**src/include/aofpm_pkg.sv**
```systemverilog
// Constants and types shared by the converter output-stage control logic
package aofpm_pkg;

    // ------------------------------------------------------------
    // Clock and data widths
    // ------------------------------------------------------------
    localparam int CLK_FREQ_MHZ = 25;         // Core clock rate
    localparam int CODE_W = 14;               // Width of one conversion word
    localparam int REG_AW = 4;                // Register address width
    localparam int REG_DW = 8;                // Register data width
    localparam int EVT_W = 4;                 // Number of event bits

    // ------------------------------------------------------------
    // Output code extremes
    // ------------------------------------------------------------
    localparam logic [13:0] OB_MAX = 14'h3fff;   // Offset binary positive full scale
    localparam logic [13:0] OB_MIN = 14'h0000;   // Offset binary negative full scale
    localparam logic [13:0] TC_MAX = 14'h1fff;   // Two's complement positive full scale
    localparam logic [13:0] TC_MIN = 14'h2000;   // Two's complement negative full scale
    localparam logic [13:0] MSB_FLIP = 14'h2000; // Sign-bit mask between the formats
    localparam logic [13:0] OE_ALL_OFF = 14'h3fff; // All data pins released

    // ------------------------------------------------------------
    // Four-level format strap encoding
    // ------------------------------------------------------------
    localparam logic [1:0] MODE_GND = 2'h0;      // Ground
    localparam logic [1:0] MODE_THIRD = 2'h1;    // One third of supply
    localparam logic [1:0] MODE_TWOTHIRD = 2'h2; // Two thirds of supply
    localparam logic [1:0] MODE_SUPPLY = 2'h3;   // Full supply

    // ------------------------------------------------------------
    // Recovery and lock timing
    // ------------------------------------------------------------
    localparam int SLEEP_WAKE_TIME_US = 2000;    // Reference recharge after sleep
    localparam int NAP_WAKE_TIME_NS = 1000;      // Recovery after nap
    localparam int SLEEP_WAKE_CYCLES_DEF = SLEEP_WAKE_TIME_US * CLK_FREQ_MHZ;
    localparam int NAP_WAKE_CYCLES = (NAP_WAKE_TIME_NS * CLK_FREQ_MHZ + 999) / 1000;
    localparam int DCS_LOCK_CYCLES = 100;        // Stabilizer lock time in clocks
    localparam int WAKE_CNT_W = 16;              // Recovery counter width
    localparam int LOCK_CNT_W = 7;               // Lock counter width

    // ------------------------------------------------------------
    // Register map
    // ------------------------------------------------------------
    localparam logic [3:0] REG_STATUS = 4'h0;    // Sticky events, write one to clear
    localparam logic [3:0] REG_MASK = 4'h4;      // Interrupt mask
    localparam logic [3:0] REG_STATE = 4'h8;     // Live state readout
    localparam logic [3:0] MASK_RESET = 4'h0;    // Mask reset value

    // Event bit positions
    localparam int EVT_OVERRANGE = 0;
    localparam int EVT_WAKE_DONE = 1;
    localparam int EVT_SLEEP = 2;
    localparam int EVT_LOCKED = 3;

    // State readout bit positions
    localparam int ST_PWR_LO = 0;
    localparam int ST_TWOS = 2;
    localparam int ST_DCS_EN = 3;
    localparam int ST_LOCKED = 4;
    localparam int ST_VALID = 5;

    // Power states
    typedef enum logic [1:0] {
        PWR_NORMAL,
        PWR_NAP,
        PWR_SLEEP
    } aofpm_pwr_e;

endpackage : aofpm_pkg

```
**src/rtl/aofpm_core.sv**
```systemverilog
// Output format, overrange, output enable and power-state control of the converter
`timescale 1ns/1ps
// What this block does
// - Offset binary: midscale, ones, zeros at extremes
// - Two's complement: offset code, sign bit inverted
// - Overrange flag high outside range, else low
// - Out of range clamps to extreme code
// - Strap low levels offset binary, high two's
// - Stabilizer on only at middle strap levels
// - Output enable high releases all outputs
// - Power-down strap low: convert every clock
// - Strap and enable high: sleep, reference off
// - Strap high, enable low: nap, reference on
// - Nap recovery faster than sleep recovery
// - Stabilizer samples rising edge, ignores falling
module aofpm_core
    import aofpm_pkg::*;
#(
    parameter int SLEEP_WAKE_CYCLES = SLEEP_WAKE_CYCLES_DEF
) (
    // Clock and reset
    input wire logic core_clk,
    input wire logic reset,
    // Quantizer result, offset binary, with range indications
    input wire logic [13:0] conv_code,
    input wire logic conv_over,
    input wire logic conv_under,
    // Straps and output enable pin
    input wire logic [1:0] mode_level,
    input wire logic output_enable_n,
    input wire logic power_down_strap,
    // Data pins, as output and enable pairs
    output logic [13:0] sample_code,
    output logic [13:0] sample_code_oe_n,
    output logic overrange_flag,
    output logic overrange_flag_oe_n,
    // Power and clock status
    output logic data_valid,
    output logic reference_on,
    output logic converter_on,
    output logic dcs_enable,
    output logic dcs_locked,
    // Register port
    input wire logic [3:0] reg_addr,
    input wire logic [7:0] reg_wdata,
    input wire logic reg_wr,
    input wire logic reg_rd,
    output logic [7:0] reg_rdata,
    // Interrupt
    output logic irq
);

    // ------------------------------------------------------------
    // State record
    // ------------------------------------------------------------
    typedef struct packed {
        logic [13:0] code;              // Registered data word
        logic of;                       // Registered overrange flag
        logic [13:0] code_oe_n;         // Data pin enables
        logic of_oe_n;                  // Flag pin enable
        aofpm_pwr_e pwr;                // Power state
        logic ref_on;                   // Reference powered
        logic conv_on;                  // Converting every clock
        logic [15:0] wake_cnt;          // Recovery countdown
        logic valid;                    // Output data valid
        logic twos;                     // Two's complement selected
        logic dcs_en;                   // Stabilizer enabled
        logic [6:0] lock_cnt;           // Stabilizer lock counter
        logic locked;                   // Stabilizer locked
        logic [3:0] status;             // Sticky events
        logic [3:0] mask;               // Interrupt mask
        logic irq;                      // Interrupt level
        logic [7:0] rdata;              // Read data
    } aofpm_state_s;

    aofpm_state_s q;                    // Current state
    aofpm_state_s d;                    // Next state

    // Helper terms of the logic; conv_go and range_any are also used by the checks
    logic conv_go;                      // Conversion happens this edge
    logic range_any;                    // Either end exceeded
    logic [3:0] evt;                    // Events this cycle
    logic [3:0] clr;                    // Status bits cleared by software

    assign range_any = conv_over | conv_under;

    // ------------------------------------------------------------
    // Next-state logic
    // ------------------------------------------------------------
    always_comb begin
        d = q;
        clr = 4'h0;
        evt = 4'h0;

        // Format strap decode
        d.twos = (mode_level == MODE_TWOTHIRD) || (mode_level == MODE_SUPPLY);
        // Stabilizer only at the middle levels; sampling stays on rising edges
        d.dcs_en = (mode_level == MODE_THIRD) || (mode_level == MODE_TWOTHIRD);

        // Power state from strap and enable pin
        if (!power_down_strap) begin
            d.pwr = PWR_NORMAL;
        end else if (output_enable_n) begin
            d.pwr = PWR_SLEEP;
        end else begin
            d.pwr = PWR_NAP;
        end
        conv_go = (d.pwr == PWR_NORMAL);
        // Power indications kept in flops so the pins come straight from state
        d.ref_on = (d.pwr != PWR_SLEEP);
        d.conv_on = conv_go;

        // Recovery countdown, loaded while powered down
        unique case (d.pwr)
            PWR_SLEEP: begin
                d.wake_cnt = WAKE_CNT_W'(SLEEP_WAKE_CYCLES);
            end
            PWR_NAP: begin
                d.wake_cnt = WAKE_CNT_W'(NAP_WAKE_CYCLES);
            end
            PWR_NORMAL: begin
                // Count down toward valid data
                if (q.wake_cnt != 16'h0000) begin
                    d.wake_cnt = q.wake_cnt - 16'h0001;
                end
            end
        endcase
        d.valid = conv_go && (q.wake_cnt == 16'h0000);

        // Conversion word and flag, always from the same sample
        if (conv_go) begin
            d.of = range_any;
            if (conv_over) begin
                // Clamp at positive extreme
                d.code = d.twos ? TC_MAX : OB_MAX;
            end else if (conv_under) begin
                // Clamp at negative extreme
                d.code = d.twos ? TC_MIN : OB_MIN;
            end else if (d.twos) begin
                // Sign bit inverted
                d.code = conv_code ^ MSB_FLIP;
            end else begin
                // Straight offset binary
                d.code = conv_code;
            end
        end

        // Pins released when disabled or powered down
        if (output_enable_n || !conv_go) begin
            d.code_oe_n = OE_ALL_OFF;
            d.of_oe_n = 1'b1;
        end else begin
            d.code_oe_n = 14'h0000;
            d.of_oe_n = 1'b0;
        end

        // Stabilizer lock counter, cleared whenever it is off
        if (!d.dcs_en) begin
            d.lock_cnt = 7'h00;
            d.locked = 1'b0;
        end else if (q.lock_cnt != LOCK_CNT_W'(DCS_LOCK_CYCLES)) begin
            d.lock_cnt = q.lock_cnt + 7'h01;
            d.locked = 1'b0;
        end else begin
            d.locked = 1'b1;
        end

        // Events
        evt[EVT_OVERRANGE] = conv_go && range_any;
        evt[EVT_WAKE_DONE] = d.valid && !q.valid;
        evt[EVT_SLEEP] = (d.pwr == PWR_SLEEP) && (q.pwr != PWR_SLEEP);
        evt[EVT_LOCKED] = d.locked && !q.locked;

        // Register writes
        if (reg_wr && (reg_addr == REG_STATUS)) begin
            clr = reg_wdata[3:0];
        end
        if (reg_wr && (reg_addr == REG_MASK)) begin
            d.mask = reg_wdata[3:0];
        end

        // Set wins over a clear in the same cycle
        d.status = (q.status & ~clr) | evt;
        d.irq = |(d.status & d.mask);

        // Read data stands one cycle only
        d.rdata = 8'h00;
        if (reg_rd) begin
            unique case (reg_addr)
                REG_STATUS: begin
                    d.rdata = {4'h0, q.status};
                end
                REG_MASK: begin
                    d.rdata = {4'h0, q.mask};
                end
                REG_STATE: begin
                    d.rdata = {2'h0, q.valid, q.locked, q.dcs_en, q.twos, q.pwr};
                end
                default: begin
                    d.rdata = 8'h00;
                end
            endcase
        end
    end

    // ------------------------------------------------------------
    // State register
    // ------------------------------------------------------------
    always_ff @(posedge core_clk or posedge reset) begin
        if (reset) begin
            q <= '{
                code: 14'h0000,
                of: 1'b0,
                code_oe_n: OE_ALL_OFF,
                of_oe_n: 1'b1,
                pwr: PWR_NORMAL,
                ref_on: 1'b1,
                conv_on: 1'b1,
                wake_cnt: 16'h0000,
                valid: 1'b0,
                twos: 1'b0,
                dcs_en: 1'b0,
                lock_cnt: 7'h00,
                locked: 1'b0,
                status: 4'h0,
                mask: MASK_RESET,
                irq: 1'b0,
                rdata: 8'h00
            };
        end else begin
            q <= d;
        end
    end

    // ------------------------------------------------------------
    // Outputs, all from the state register
    // ------------------------------------------------------------
    assign sample_code = q.code;
    assign sample_code_oe_n = q.code_oe_n;
    assign overrange_flag = q.of;
    assign overrange_flag_oe_n = q.of_oe_n;
    assign data_valid = q.valid;
    assign reference_on = q.ref_on;
    assign converter_on = q.conv_on;
    assign dcs_enable = q.dcs_en;
    assign dcs_locked = q.locked;
    assign reg_rdata = q.rdata;
    assign irq = q.irq;

    // Bounds for recovery windows
    localparam int NAP_BOUND = 27;
endmodule : aofpm_core

```
**config.mk**
```make
export PLATFORM = sky130hd
export DESIGN_NAME = aofpm_core
export DESIGN_NICKNAME = d
export VERILOG_FILES = /design/src/include/aofpm_pkg.sv /design/src/rtl/aofpm_core.sv
export SDC_FILE = /design/constraint.sdc
export NUM_CORES = 1
export LEC_CHECK = 0
export ABC_CLOCK_PERIOD_IN_PS = 2100
export BUFFER_PORTS_ARGS = -buffer_cell sky130_fd_sc_hd__clkbuf_2
export CAP_MARGIN = 20
export CORE_ASPECT_RATIO = 0.7
export CORE_MARGIN = 2
export CORE_UTILIZATION = 31
export DETAILED_ROUTE_END_ITERATION = 8
export PLACE_DENSITY = 0.62
export RECOVER_POWER = 25
export SYNTH_ARGS = -nofsm -noshare
export SYNTH_HDL_FRONTEND = slang
export SYNTH_SLANG_ARGS = --single-unit
```
**constraint.sdc**
```tcl
create_clock -name core_clk -period 2.1 [get_ports core_clk]
set_input_delay 0.63 -clock core_clk [delete_from_list [all_inputs] [get_ports core_clk]]
set_output_delay 0.63 -clock core_clk [all_outputs]
set_load 0.01 [all_outputs]
```
==> results of run 1 <==
## synthesized netlist by cell type, drive strengths merged (2+ instances only)
library cell	n
mux2i	5
buf	37
xor2	9
nand2	22
dfrtp	59
o21ai	22
and2	3
nor2	35
or3	2
a22o	2
o31ai	4
nand2b	5
nor2b	2
xnor2	7
or2	4
nand3	8
dfstp	3
nor4	4
inv	12
o211ai	2
mux2	5
clkbuf	10
a21oi	24
ha	6
nor3	4
## registers in the layout, summed over array words and instances, names as in the netlist
register	cells
q	34
sample_code	14
reg_rdata	6
converter_on	1
data_valid	1
dcs_enable	1
dcs_locked	1
irq	1
overrange_flag	1
reference_on	1
sample_code_oe_n	1
## routing by layer
layer | vias up | GRT usage (%) | wire [um]
li1 | 1120 | - | -
met1 | 1085 | 18.6 | 3270
met2 | 44 | 19.3 | 2860
met3 | 4 | 4.97 | 410
met4 | 0 | 2.79 | 38
met5 | - | 0 | 0
## report_power, final
group	total, W	internal [W]	leakage, nW	switching, W
clock	0.00146	0.000921	0.146	0.000540
combinational	0.000449	0.000203	0.853	0.000246
sequential	0.00138	0.00130	0.767	0.0000794
total	0.00329	0.00243	1.77	0.000866
## kinds of logic (layout without fill, tap and decap cells)
group           count (synthesis)  count (layout)  share of synthesized area (%)
buf+inv                        60             118                           12.0
compound gates                 61              61                           11.3
fa+ha+maj                       6               6                           2.44
simple gates                   97              97                           15.4
flops                          62              62                           50.5
xor+xnor                       16              16                           4.55
mux                            10              10                           3.70
other cells                     1               2                          0.122
## path summary, 6_finish.rpt
kind | depth (start not counted) | startpoint | endpoint | slack, ns
max reg2reg | 5 | q[30]$_DFFE_PP0P_ | q[32]$_DFFE_PP0P_ | 0.19
max | 6 | reg_addr[1] | irq$_DFF_PP0_ | -0.01
min reg2reg | 2 | sample_code[4]$_DFFE_PP0P_ | sample_code[4]$_DFFE_PP0P_ | 0.49
min | 2 | reset | q[10]$_DFF_PP0_ | 0.36
min in group core_clk | 2 | sample_code[4]$_DFFE_PP0P_ | sample_code[4]$_DFFE_PP0P_ | 0.49
max in group asynchronous | 3 | reset | q[33]$_DFFE_PP0P_ | 0.59
## layout make-up
type / count / area (um2)
multi-input combinational: 192 / 1170
tap: 128 / 160
inverter: 13 / 50.0
fill: 986 / 5960
clock buffer: 9 / 225
timing repair buffer: 89 / 488
clock inverter: 7 / 73.8
sequential: 62 / 1560
## through the flow
step                hold WS [ns]  util [%]  cells  TNS [ns]
finish                     0.360      38.5    500   -0.0149
global route               0.412      38.5    500   -0.0398
CTS                        0.290      38.5    500  -0.00993
detailed placement         0.479      35.4    484    -0.361
global placement           0.471      35.4    484    -0.348
floorplan                  0.454         -    314    -0.266
## what timing repair did
item / 4_1_cts / 5_1_grt
buffers inserted: 0 / 0
endpoints found under the setup margin: 1 / 10
endpoints found under the hold margin: 0 / 0
resized for setup: 1 / 4
==> insert_results.sql, run 1 <==
INSERT INTO impl_metrics (metric_group, metric, value, unit) VALUES
('finish', 'mostFrequentLayoutCells', '72 x sky130_fd_sc_hd__clkbuf_2, 59 x sky130_fd_sc_hd__dfrtp_1, 34 x sky130_fd_sc_hd__nor2_1', ''),
('logic_synthesis', 'postSynth.asyncResetShare', '100', '%'),
('drt', 'detail_route.first_pass.iterations', '4', ''),
('worst_setup_path', 'worstPathBufferInverterCount', '1', ''),
('worst_setup_path', 'path_delay_family', 'simple AND/OR/NAND/NOR gates', ''),
('finish', 'antenna-diode-count', '0', ''),
('die', 'die_width', '123', 'um'),
('die', 'design.core.area', '9680', 'um2'),
('flow_run', 'max_cap_violations', '0', ''),
('pwr', 'power.ir.vdd_worst', '0.503', 'mV'),
('outcome', 'status', 'finished, violations left', ''),
('logic_synthesis', 'synth_edf_count', '0', ''),
('cts', 'numClockSinks', '62', ''),
('die', 'start_util', '31.8', '%'),
('timing', 'setup_violations', '1', ''),
('pwr', 'finalPower', '0.00329', 'W'),
('cts', 'ctsRootBufferMaster', 'sky130_fd_sc_hd__clkbuf_16', ''),
('worst_setup_path', 'crit_chain', 'buf_6 -> or4b_4 -> or2_4 -> mux2_4 -> a22o_1 -> a221o_1', ''),
('timing', 'timing.final.max_slew_violations', '0', ''),
('logic_synthesis', 'synth_top_area_share', '48.0', '%'),
('timing', 'skew', '0.00484', 'ns'),
('global_routing', 'global_route.overflow_total', '0', ''),
('timing', 'slew_headroom', '47.9', '%'),
('logic_synthesis', 'synthesis.instances', '313', ''),
('worst_setup_path', 'critPathMaxFanout', '3', ''),
('cts', 'worstSkewPairLatency', '0.32', 'ns'),
('pwr', 'total_leakage_power', '1.77', 'nW'),
('worst_setup_path', 'crit_slowest_cell', 'sky130_fd_sc_hd__or4b_4', ''),
('cts', 'hold_buffers', '0', ''),
('placement', 'post_dp_cell_area', '3420', 'um2'),
('drt', 'ant_nets', '0', ''),
('finish', 'fin_nets', '409', ''),
('finish', 'area_growth', '21.1', '%'),
('placement', 'dp_hpwl', '5010', 'um'),
('global_routing', 'global_route_wire_length_before_repair', '10900', 'um'),
('drt', 'dr_total_vias', '2253', ''),
('finish', 'most_frequent_standard_cell_in_the_layout_excluding_fill_and_tap_cells', 'sky130_fd_sc_hd__clkbuf_2', ''),
('timing', 'period_share', '101', '%'),
('cts', 'tritoncts.num_buffers', '9', ''),
('finish', 'drive_gt1_share', '32.3', '%'),
('placement', 'place.port_buffers', '73', ''),
('die', 'fp.dieArea', '10800', 'um2'),
('global_routing', 'grt_use_total', '13.2', '%'),
('die', 'design.portCount', '80', ''),
('worst_setup_path', 'worstPathRequired', '2.31', 'ns'),
('logic_synthesis', 'synthesis.yosys.warnings', '0', ''),
('logic_synthesis', 'post-synth-top-area-cell', 'sky130_fd_sc_hd__dfrtp_1', ''),
('placement', 'gp_congestion', '0.843', ''),
('timing', 'final.setup.worst_slack', '-0.0149', 'ns'),
('outcome', 'failed_checks', 'setup timing', ''),
('die', 'floorplan.rows', '30', ''),
('pwr', 'areal_power_density_over_the_cells', '883', 'nW/um2'),
('timing', 'max_slew.worst_pin.slew', '0.781', 'ns'),
('logic_synthesis', 'postSynthAreaPerCell', '9.83', 'um2'),
('worst_setup_path', 'worst-setup-path-type', 'in -> reg', ''),
('worst_setup_path', 'critPathLaunchType', 'input pin', ''),
('timing', 'hold_viol', '0', ''),
('global_routing', 'grt_max_degree', '32', ''),
('cts', 'clockBufferDepth', '2', ''),
('cts', 'cts_tree', 'yes', ''),
('logic_synthesis', 'synthDistinctLibCells', '47', ''),
('timing', 'fmax', '473', 'MHz'),
('timing', 'setup_repair_after_global_routing_missed_its_margin', 'yes', ''),
('drt', 'first_iter_violations', '159', ''),
('worst_setup_path', 'worstSetupEndpointType', 'register', ''),
('finish', 'layout.cell_area.non_filler', '3730', 'um2'),
('global_routing', 'first_global_vias', '2224', ''),
('timing', 'post-route-min-period', '2.11', 'ns'),
('drt', 'drc', '0', ''),
('placement', 'place_ws', '-0.356', 'ns'),
('drt', 'wl', '6580', 'um');
Note: power is estimated with default switching activity, not from simulation.
==> inputs of run 2 (changes only) <==
--- a/config.mk
+++ b/config.mk
@@ -10,9 +10,10 @@
 export CAP_MARGIN = 20
 export CORE_ASPECT_RATIO = 0.7
 export CORE_MARGIN = 2
-export CORE_UTILIZATION = 31
+export CORE_UTILIZATION = 48
+export CTS_CLUSTER_SIZE = 16
 export DETAILED_ROUTE_END_ITERATION = 8
-export PLACE_DENSITY = 0.62
+export PLACE_DENSITY = 0.85
 export RECOVER_POWER = 25
 export SYNTH_ARGS = -nofsm -noshare
 export SYNTH_HDL_FRONTEND = slang
==> run 2 against run 1 <==
Net effect:
- the flow now finishes without violations
- fmax is 1.4% higher
- non-clock buffer count decreased by 1
- via count rose by 1.7%
- clock skew increased by 0.00083 ns
- largest power group is now registers
- critical endpoint unchanged
- global-route usage up 6.0 points
- power shrank 16%
==> insert_results.sql, run 2 (synthesized netlist as in run 1, its figures left out) <==
INSERT INTO impl_metrics (metric_group, metric, value, unit) VALUES
('outcome', 'status', 'finished clean', ''),
('worst_setup_path', 'path_delay_family', 'simple AND/OR/NAND/NOR gates', ''),
('finish', 'layout.cells.non_filler', '449', ''),
('finish', 'fin_nets', '408', ''),
('timing', 'fmax', '479', 'MHz'),
('worst_setup_path', 'rr_startpoint', 'q[34]$_DFFE_PP0P_', ''),
('global_routing', 'grt_max_degree', '43', ''),
('worst_setup_path', 'rr_worst_depth', '6', ''),
('worst_setup_path', 'critPathLaunchType', 'input pin', ''),
('drt', 'dr_total_vias', '2291', ''),
('flow_run', 'max_cap_violations', '0', ''),
('cts', 'cts_tree', 'yes', ''),
('drt', 'met3_wirelength', '384', 'um'),
('drt', 'routedLengthMet1', '2980', 'um'),
('die', 'die_height', '71.0', 'um'),
('worst_setup_path', 'worstPathRequired', '2.32', 'ns'),
('finish', 'antenna-diode-count', '0', ''),
('global_routing', 'global_route_wire_length_before_repair', '10500', 'um'),
('timing', 'final.setup.worst_slack', '0.0134', 'ns'),
('worst_hold_path', 'hold_path_class', 'in -> async', ''),
('drt', 'wl', '6250', 'um'),
('worst_setup_path', 'critical-path-max-stage-delay', '0.54', 'ns'),
('finish', 'multi_input_comb_area', '1170', 'um2'),
('global_routing', 'grt_use_total', '19.2', '%'),
('timing', 'period_share', '99.4', '%'),
('drt', 'route.top_layer_used', 'met4', ''),
('pwr', 'finalPower', '0.00278', 'W'),
('die', 'fp.dieArea', '7080', 'um2'),
('worst_setup_path', 'worst-setup-path-type', 'in -> reg', ''),
('worst_setup_path', 'worstSetupEndpointType', 'register', ''),
('placement', 'place.port_buffers', '73', ''),
('cts', 'numClockSinks', '62', ''),
('cts', 'clockBufferDepth', '2', ''),
('pwr', 'total_leakage_power', '1.70', 'nW'),
('finish', 'utilization', '56.8', '%'),
('finish', 'mostFrequentLayoutCells', '72 x sky130_fd_sc_hd__clkbuf_2, 59 x sky130_fd_sc_hd__dfrtp_1, 34 x sky130_fd_sc_hd__nor2_1', ''),
('drt', 'detail_route.first_pass.iterations', '4', ''),
('cts', 'cts.reportedPaths.clkPinSlew', '0.07', 'ns'),
('global_routing', 'first_global_vias', '2241', ''),
('die', 'die_width', '99.7', 'um'),
('finish', 'sequential_cell_area', '1560', 'um2'),
('placement', 'dp_hpwl', '4590', 'um'),
('cts', 'cts_htree_levels', '3', ''),
('finish', 'most_frequent_standard_cell_in_the_layout_excluding_fill_and_tap_cells', 'sky130_fd_sc_hd__clkbuf_2', ''),
('worst_setup_path', 'worst_ep_arrival_time', '2.31', 'ns'),
('drt', 'ant_nets', '0', ''),
('drt', 'wire_per_inst', '13.9', 'um'),
('die', 'start_util', '49.5', '%'),
('timing', 'post-route-min-period', '2.09', 'ns'),
('placement', 'place_ws', '-0.369', 'ns'),
('drt', 'first_iter_violations', '135', ''),
('timing', 'setup-tns-final', '0', 'ns'),
('worst_setup_path', 'timing.reg2reg.setup_slack', '0.21', 'ns'),
('drt', 'dr_wl_met2', '2850', 'um'),
('cts', 'post-cts-setup-buffer-count', '0', ''),
('timing', 'skew', '0.00567', 'ns'),
('finish', 'drive_gt1_share', '31.5', '%'),
('worst_setup_path', 'reg2reg_to', 'q[32]$_DFFE_PP0P_', ''),
('placement', 'post-place-cells', '433', ''),
('pwr', 'power.ir.vdd_worst', '0.339', 'mV'),
('drt', 'post_drt_via_cell_ratio', '5.10', ''),
('timing', 'timing.final.max_slew_violations', '0', ''),
('worst_setup_path', 'critPathMaxFanout', '3', ''),
('worst_setup_path', 'crit_chain', 'clkbuf_2 -> or4b_4 -> or2_4 -> mux2_4 -> a22o_1 -> a221o_1', ''),
('die', 'design.portCount', '80', ''),
('cts', 'worstSkewPairLatency', '0.34', 'ns'),
('pwr', 'areal_power_density_over_the_cells', '788', 'nW/um2'),
('drt', 'drc', '0', ''),
('finish', 'area_growth', '14.6', '%'),
('finish', 'max_flop_register', 'q', ''),
('cts', 'ctsRootBufferMaster', 'sky130_fd_sc_hd__clkbuf_8', ''),
('timing', 'setup_violations', '0', ''),
('cts', 'tritoncts.num_buffers', '9', ''),
('die', 'floorplan.rows', '24', ''),
('finish', 'fillCellCount', '536', ''),
('timing', 'hold_viol', '0', ''),
('worst_setup_path', 'worstPathBufferInverterCount', '1', ''),
('worst_setup_path', 'crit_slowest_cell', 'sky130_fd_sc_hd__or4b_4', ''),
('timing', 'max_slew.worst_pin.slew', '0.926', 'ns'),
('timing', 'setup_repair_after_global_routing_missed_its_margin', 'no', ''),
('placement', 'gp_congestion', '0.831', ''),
('timing', 'slew_headroom', '38.3', '%'),
('cts', 'hold_buffers', '0', ''),
('finish', 'largest_register_ff_count', '34', ''),
('global_routing', 'antenna_found_initial', '0', ''),
('global_routing', 'global_route.overflow_total', '0', ''),
('die', 'design.core.area', '6220', 'um2');
[run 2: how the worst max path moves through the flow]
stage / from / end / slack (ns) / depth (start not counted)
global route: reg_addr[1] / irq$_DFF_PP0_ / 0.008 / 6
detailed placement: reg_addr[1] / irq$_DFF_PP0_ / -0.37 / 6
CTS: reg_addr[1] / irq$_DFF_PP0_ / 0.03 / 6
floorplan: reg_addr[1] / irq$_DFF_PP0_ / -0.27 / 6
global placement: reg_addr[1] / irq$_DFF_PP0_ / -0.34 / 6
finish: reg_addr[1] / irq$_DFF_PP0_ / 0.01 / 6
[run 2: layer usage]
layer / up-vias / track usage, %
met5: - / 0
met4: 0 / 7.46
li1: 1122 / -
met3: 4 / 6.62
met1: 1082 / 25.6
met2: 83 / 29.1
[run 2: where the power goes]
| group | internal, W | leakage [nW] | total, W | switching, W |
|---|---|---|---|---|
| combinational | 0.000199 | 0.846 | 0.000437 | 0.000238 |
| clock | 0.000490 | 0.0913 | 0.000960 | 0.000471 |
| sequential | 0.00130 | 0.767 | 0.00138 | 0.0000835 |
[run 2: area by class of cell]
cell class | instances | share of cell area [%]
clock buffer | 11 | 4.29
clock inverter | 5 | 0.957
inverter | 13 | 1.42
sequential | 62 | 44.1
multi-input combinational | 192 | 33.0
timing repair buffer | 88 | 13.4
tap | 78 | 2.77
[run 2: repair_timing]
item | CTS | global route
endpoints found under the hold margin | 0 | 0
gates resized for setup | 1 | 1
endpoints found under the setup margin | 1 | 2
[run 2: through the flow]
step,cell area (um2),hold WS (ns)
after floorplan,3090,0.454
after global placement,3350,0.468
after detailed placement,3350,0.478
after CTS,3540,0.297
after global routing,3530,0.462
final,3530,0.407
==> inputs of run 3 (changes only) <==
--- a/config.mk
+++ b/config.mk
@@ -5,11 +5,11 @@
 export SDC_FILE = /design/constraint.sdc
 export NUM_CORES = 1
 export LEC_CHECK = 0
+export ABC_AREA = 1
 export ABC_CLOCK_PERIOD_IN_PS = 2100
 export BUFFER_PORTS_ARGS = -buffer_cell sky130_fd_sc_hd__clkbuf_2
 export CAP_MARGIN = 20
 export CORE_ASPECT_RATIO = 0.7
-export CORE_MARGIN = 2
 export CORE_UTILIZATION = 48
 export CTS_CLUSTER_SIZE = 16
 export DETAILED_ROUTE_END_ITERATION = 8
==> run 3 against run 2 <==
Net effect:
- the flow now finishes with violations (capacitance limit, slew limit)
- die area grew 2.7%
- sequential power is essentially flat
- via count increased by 21%
- power grew 13%
- critical endpoint is now sample_code_oe_n[8]
- highest routed layer unchanged
==> insert_results.sql, run 3 <==
INSERT INTO impl_metrics (metric_group, metric, value, unit) VALUES
('worst_setup_path', 'critical-path-max-stage-delay', '0.64', 'ns'),
('timing', 'setup_violations', '0', ''),
('timing', 'hold_viol', '0', ''),
('cts', 'clockBufferDepth', '2', ''),
('placement', 'place.port_buffers', '73', ''),
('global_routing', 'antenna_found_initial', '0', ''),
('finish', 'max_flop_register', 'q', ''),
('logic_synthesis', 'synthDistinctLibCells', '32', ''),
('cts', 'worstSkewPairLatency', '0.34', 'ns'),
('timing', 'setup_repair_after_global_routing_missed_its_margin', 'no', ''),
('worst_setup_path', 'worstSetupEndpointType', 'output pin', ''),
('logic_synthesis', 'post-synth-top-area-cell', 'sky130_fd_sc_hd__dfrtp_1', ''),
('logic_synthesis', 'yosys-top-cells-count', '82 x sky130_fd_sc_hd__nand2_1, 59 x sky130_fd_sc_hd__dfrtp_1, 49 x sky130_fd_sc_hd__nor2_1, 46 x sky130_fd_sc_hd__inv_1, 39 x sky130_fd_sc_hd__buf_4', ''),
('logic_synthesis', 'synth-seq-cells', '62', ''),
('logic_synthesis', 'postSynth.asyncResetShare', '100', '%'),
('die', 'design.portCount', '80', ''),
('die', 'design.core.area', '6460', 'um2'),
('global_routing', 'grt_use_total', '21.0', '%'),
('logic_synthesis', 'ys_seq_area_share', '46.8', '%'),
('pwr', 'areal_power_density_over_the_cells', '834', 'nW/um2'),
('timing', 'final.hold.worst_slack', '0.504', 'ns'),
('pwr', 'pwr-share-comb', '17.8', '%'),
('pwr', 'switching_power', '0.000909', 'W'),
('placement', 'dp_hpwl', '5040', 'um'),
('timing', 'fmax', '562', 'MHz'),
('logic_synthesis', 'synth_top_area_share', '44.4', '%'),
('logic_synthesis', 'postSynthAreaPerCell', '8.19', 'um2'),
('finish', 'utilization', '58.4', '%'),
('cts', 'cts_resized', '0', ''),
('worst_hold_path', 'worst_hold_startpoint', 'output_enable_n', ''),
('drt', 'detail_route.first_pass.iterations', '8', ''),
('worst_setup_path', 'worst-setup-path-type', 'reg -> out', ''),
('cts', 'post-cts-setup-buffer-count', '0', ''),
('cts', 'cts_htree_levels', '3', ''),
('timing', 'skew', '0.0103', 'ns'),
('global_routing', 'global_route.overflow_total', '0', ''),
('timing', 'setup-tns-final', '0', 'ns'),
('logic_synthesis', 'synth_flop_cell', 'sky130_fd_sc_hd__dfrtp_1', ''),
('drt', 'dr_total_vias', '2779', ''),
('finish', 'drive_gt1_share', '27.9', '%'),
('worst_setup_path', 'worst_ep_arrival_time', '1.15', 'ns'),
('cts', 'ctsRootBufferMaster', 'sky130_fd_sc_hd__clkbuf_8', ''),
('finish', 'most_frequent_standard_cell_in_the_layout_excluding_fill_and_tap_cells', 'sky130_fd_sc_hd__nand2_1', ''),
('finish', 'fin_nets', '496', ''),
('pwr', 'power_switching_share', '28.9', '%'),
('global_routing', 'global_route_wire_length_before_repair', '11700', 'um'),
('worst_setup_path', 'critPathLaunchType', 'register', ''),
('die', 'die_width', '101', 'um'),
('timing', 'period_share', '84.7', '%'),
('worst_setup_path', 'crit_chain', 'clkbuf_2', ''),
('die', 'floorplan.rows', '24', ''),
('outcome', 'failed_checks', 'capacitance limit, slew limit', ''),
('worst_setup_path', 'worstPathRequired', '1.47', 'ns'),
('die', 'die_height', '71.6', 'um'),
('logic_synthesis', 'synth.cell_area', '3330', 'um2'),
('pwr', 'total_leakage_power', '1.97', 'nW'),
('worst_setup_path', 'critPathMaxFanout', '15', ''),
('cts', 'numClockSinks', '62', ''),
('pwr', 'intPower', '0.00224', 'W'),
('worst_setup_path', 'crit_slowest_cell', 'sky130_fd_sc_hd__dfstp_2', ''),
('timing', 'timing.final.max_slew_violations', '62', ''),
('finish', 'antenna-diode-count', '0', ''),
('placement', 'gp_congestion', '0.933', ''),
('finish', 'mostFrequentLayoutCells', '82 x sky130_fd_sc_hd__nand2_1, 73 x sky130_fd_sc_hd__clkbuf_2, 59 x sky130_fd_sc_hd__dfrtp_1', ''),
('finish', 'largest_register_ff_count', '34', ''),
('pwr', 'seq_power_share', '43.9', '%'),
('global_routing', 'first_global_vias', '2617', ''),
('timing', 'post-route-min-period', '1.78', 'ns'),
('worst_setup_path', 'timing.reg2reg.setup_slack', '0.40', 'ns'),
('drt', 'ant_nets', '0', ''),
('worst_setup_path', 'rr_startpoint', 'q[28]$_DFFE_PP0P_', ''),
('logic_synthesis', 'synth_area_leaders', 'sky130_fd_sc_hd__dfrtp_1 44%, sky130_fd_sc_hd__nand2_1 9.3%, sky130_fd_sc_hd__buf_4 8.8%', ''),
('drt', 'wl', '7090', 'um'),
('worst_setup_path', 'path_delay_family', 'flip-flops', ''),
('outcome', 'status', 'finished, violations left', ''),
('drt', 'first_iter_violations', '216', ''),
('worst_setup_path', 'worstPathBufferInverterCount', '1', ''),
('cts', 'tritoncts.num_buffers', '9', ''),
('finish', 'layout.cells.non_filler', '550', ''),
('drt', 'drc', '0', ''),
('cts', 'cts_tree', 'yes', ''),
('pwr', 'power.ir.vdd_worst', '0.371', 'mV'),
('worst_hold_path', 'hold_path_class', 'in -> reg', ''),
('cts', 'cts.reportedPaths.clkPinSlew', '0.07', 'ns'),
('die', 'fp.dieArea', '7270', 'um2'),
('timing', 'max_slew.worst_pin.slew', '1.50', 'ns'),
('cts', 'hold_buffers', '0', ''),
('timing', 'slew_headroom', '-0.119', '%'),
('logic_synthesis', 'synthesis.yosys.warnings', '0', ''),
('flow_run', 'max_cap_violations', '1', ''),
('placement', 'post-place-cells', '534', ''),
('worst_setup_path', 'cp-startpoint', 'sample_code_oe_n[12]$_DFF_PP1_', ''),
('finish', 'area_growth', '13.4', '%'),
('drt', 'wire_per_inst', '12.9', 'um'),
('pwr', 'p_clk_share', '38.4', '%'),
('drt', 'post_drt_via_cell_ratio', '5.05', ''),
('global_routing', 'grt_max_degree', '63', ''),
('logic_synthesis', 'synth_edf_count', '0', ''),
('logic_synthesis', 'synthesis.instances', '406', ''),
('logic_synthesis', 'yosysMostFrequentCell', 'sky130_fd_sc_hd__nand2_1', ''),
('die', 'start_util', '51.5', '%');
-- run 3: per-stage QoR --
stage               cell area (um2)  power (W)  worst slack (ns)
floorplan                      3330    0.00182             0.594
global placement               3560    0.00192             0.361
detailed placement             3560    0.00195             0.279
CTS                            3790    0.00316             0.298
global route                   3770    0.00329             0.116
finish                         3770    0.00314             0.321
-- run 3: final timing paths --
check	end	depth (start not counted)
setup / recovery	sample_code_oe_n[8]	1
hold / removal	q[46]$_DFF_PP0_	2
setup reg to reg	q[32]$_DFFE_PP0P_	9
hold reg to reg	sample_code[13]$_DFFE_PP0P_	2
max in group asynchronous	q[23]$_DFFE_PP0P_	3
min in group asynchronous	sample_code[12]$_DFFE_PP0P_	3
-- run 3: cell type report --
type | count | area, um2
Fill cell | 526 | 2680
Sequential cell | 62 | 1560
Multi-Input combinational cell | 250 | 1270
Timing Repair Buffer | 78 | 399
Inverter | 53 | 204
Clock buffer | 11 | 151
Tap cell | 91 | 114
Clock inverter | 5 | 81.3
-- run 3: logic make-up (layout without fill, tap and decap cells) --
| family | count (synthesis) | count (layout) | share of synthesized area [%] |
|---|---|---|---|
| adder cells (fa/ha/maj) | 6 | 6 | 2.26 |
| flip-flops | 62 | 62 | 46.8 |
| buffers and inverters | 95 | 147 | 15.2 |
| XOR/XNOR | 6 | 6 | 1.58 |
| AND/OR/NAND/NOR | 191 | 191 | 26.9 |
| AO/OA/AOI/OAI | 45 | 45 | 7.11 |
| other | 1 | 2 | 0.113 |
-- run 3: routing by layer --
| metal | vias to the layer above | wire length, um | track usage [%] | share of wire, % |
|---|---|---|---|---|
| li1 | 1340 | - | - | - |
| met1 | 1266 | 3020 | 25.5 | 43 |
| met2 | 157 | 3350 | 35.1 | 47 |
| met3 | 16 | 604 | 7.02 | 8.5 |
| met4 | 0 | 120 | 6.92 | 1.7 |
| met5 | - | 0 | 0 | 0 |
-- run 3: power by group through the flow --
stage	registers (W)	logic, W	clock network (W)
6_report	0.00138	0.000559	0.00121
5_1_grt	0.00139	0.000632	0.00127
4_1_cts	0.00138	0.000561	0.00122
3_5_place_dp	0.00140	0.000554	0
3_3_place_gp	0.00139	0.000527	0
2_1_floorplan	0.00139	0.000430	0
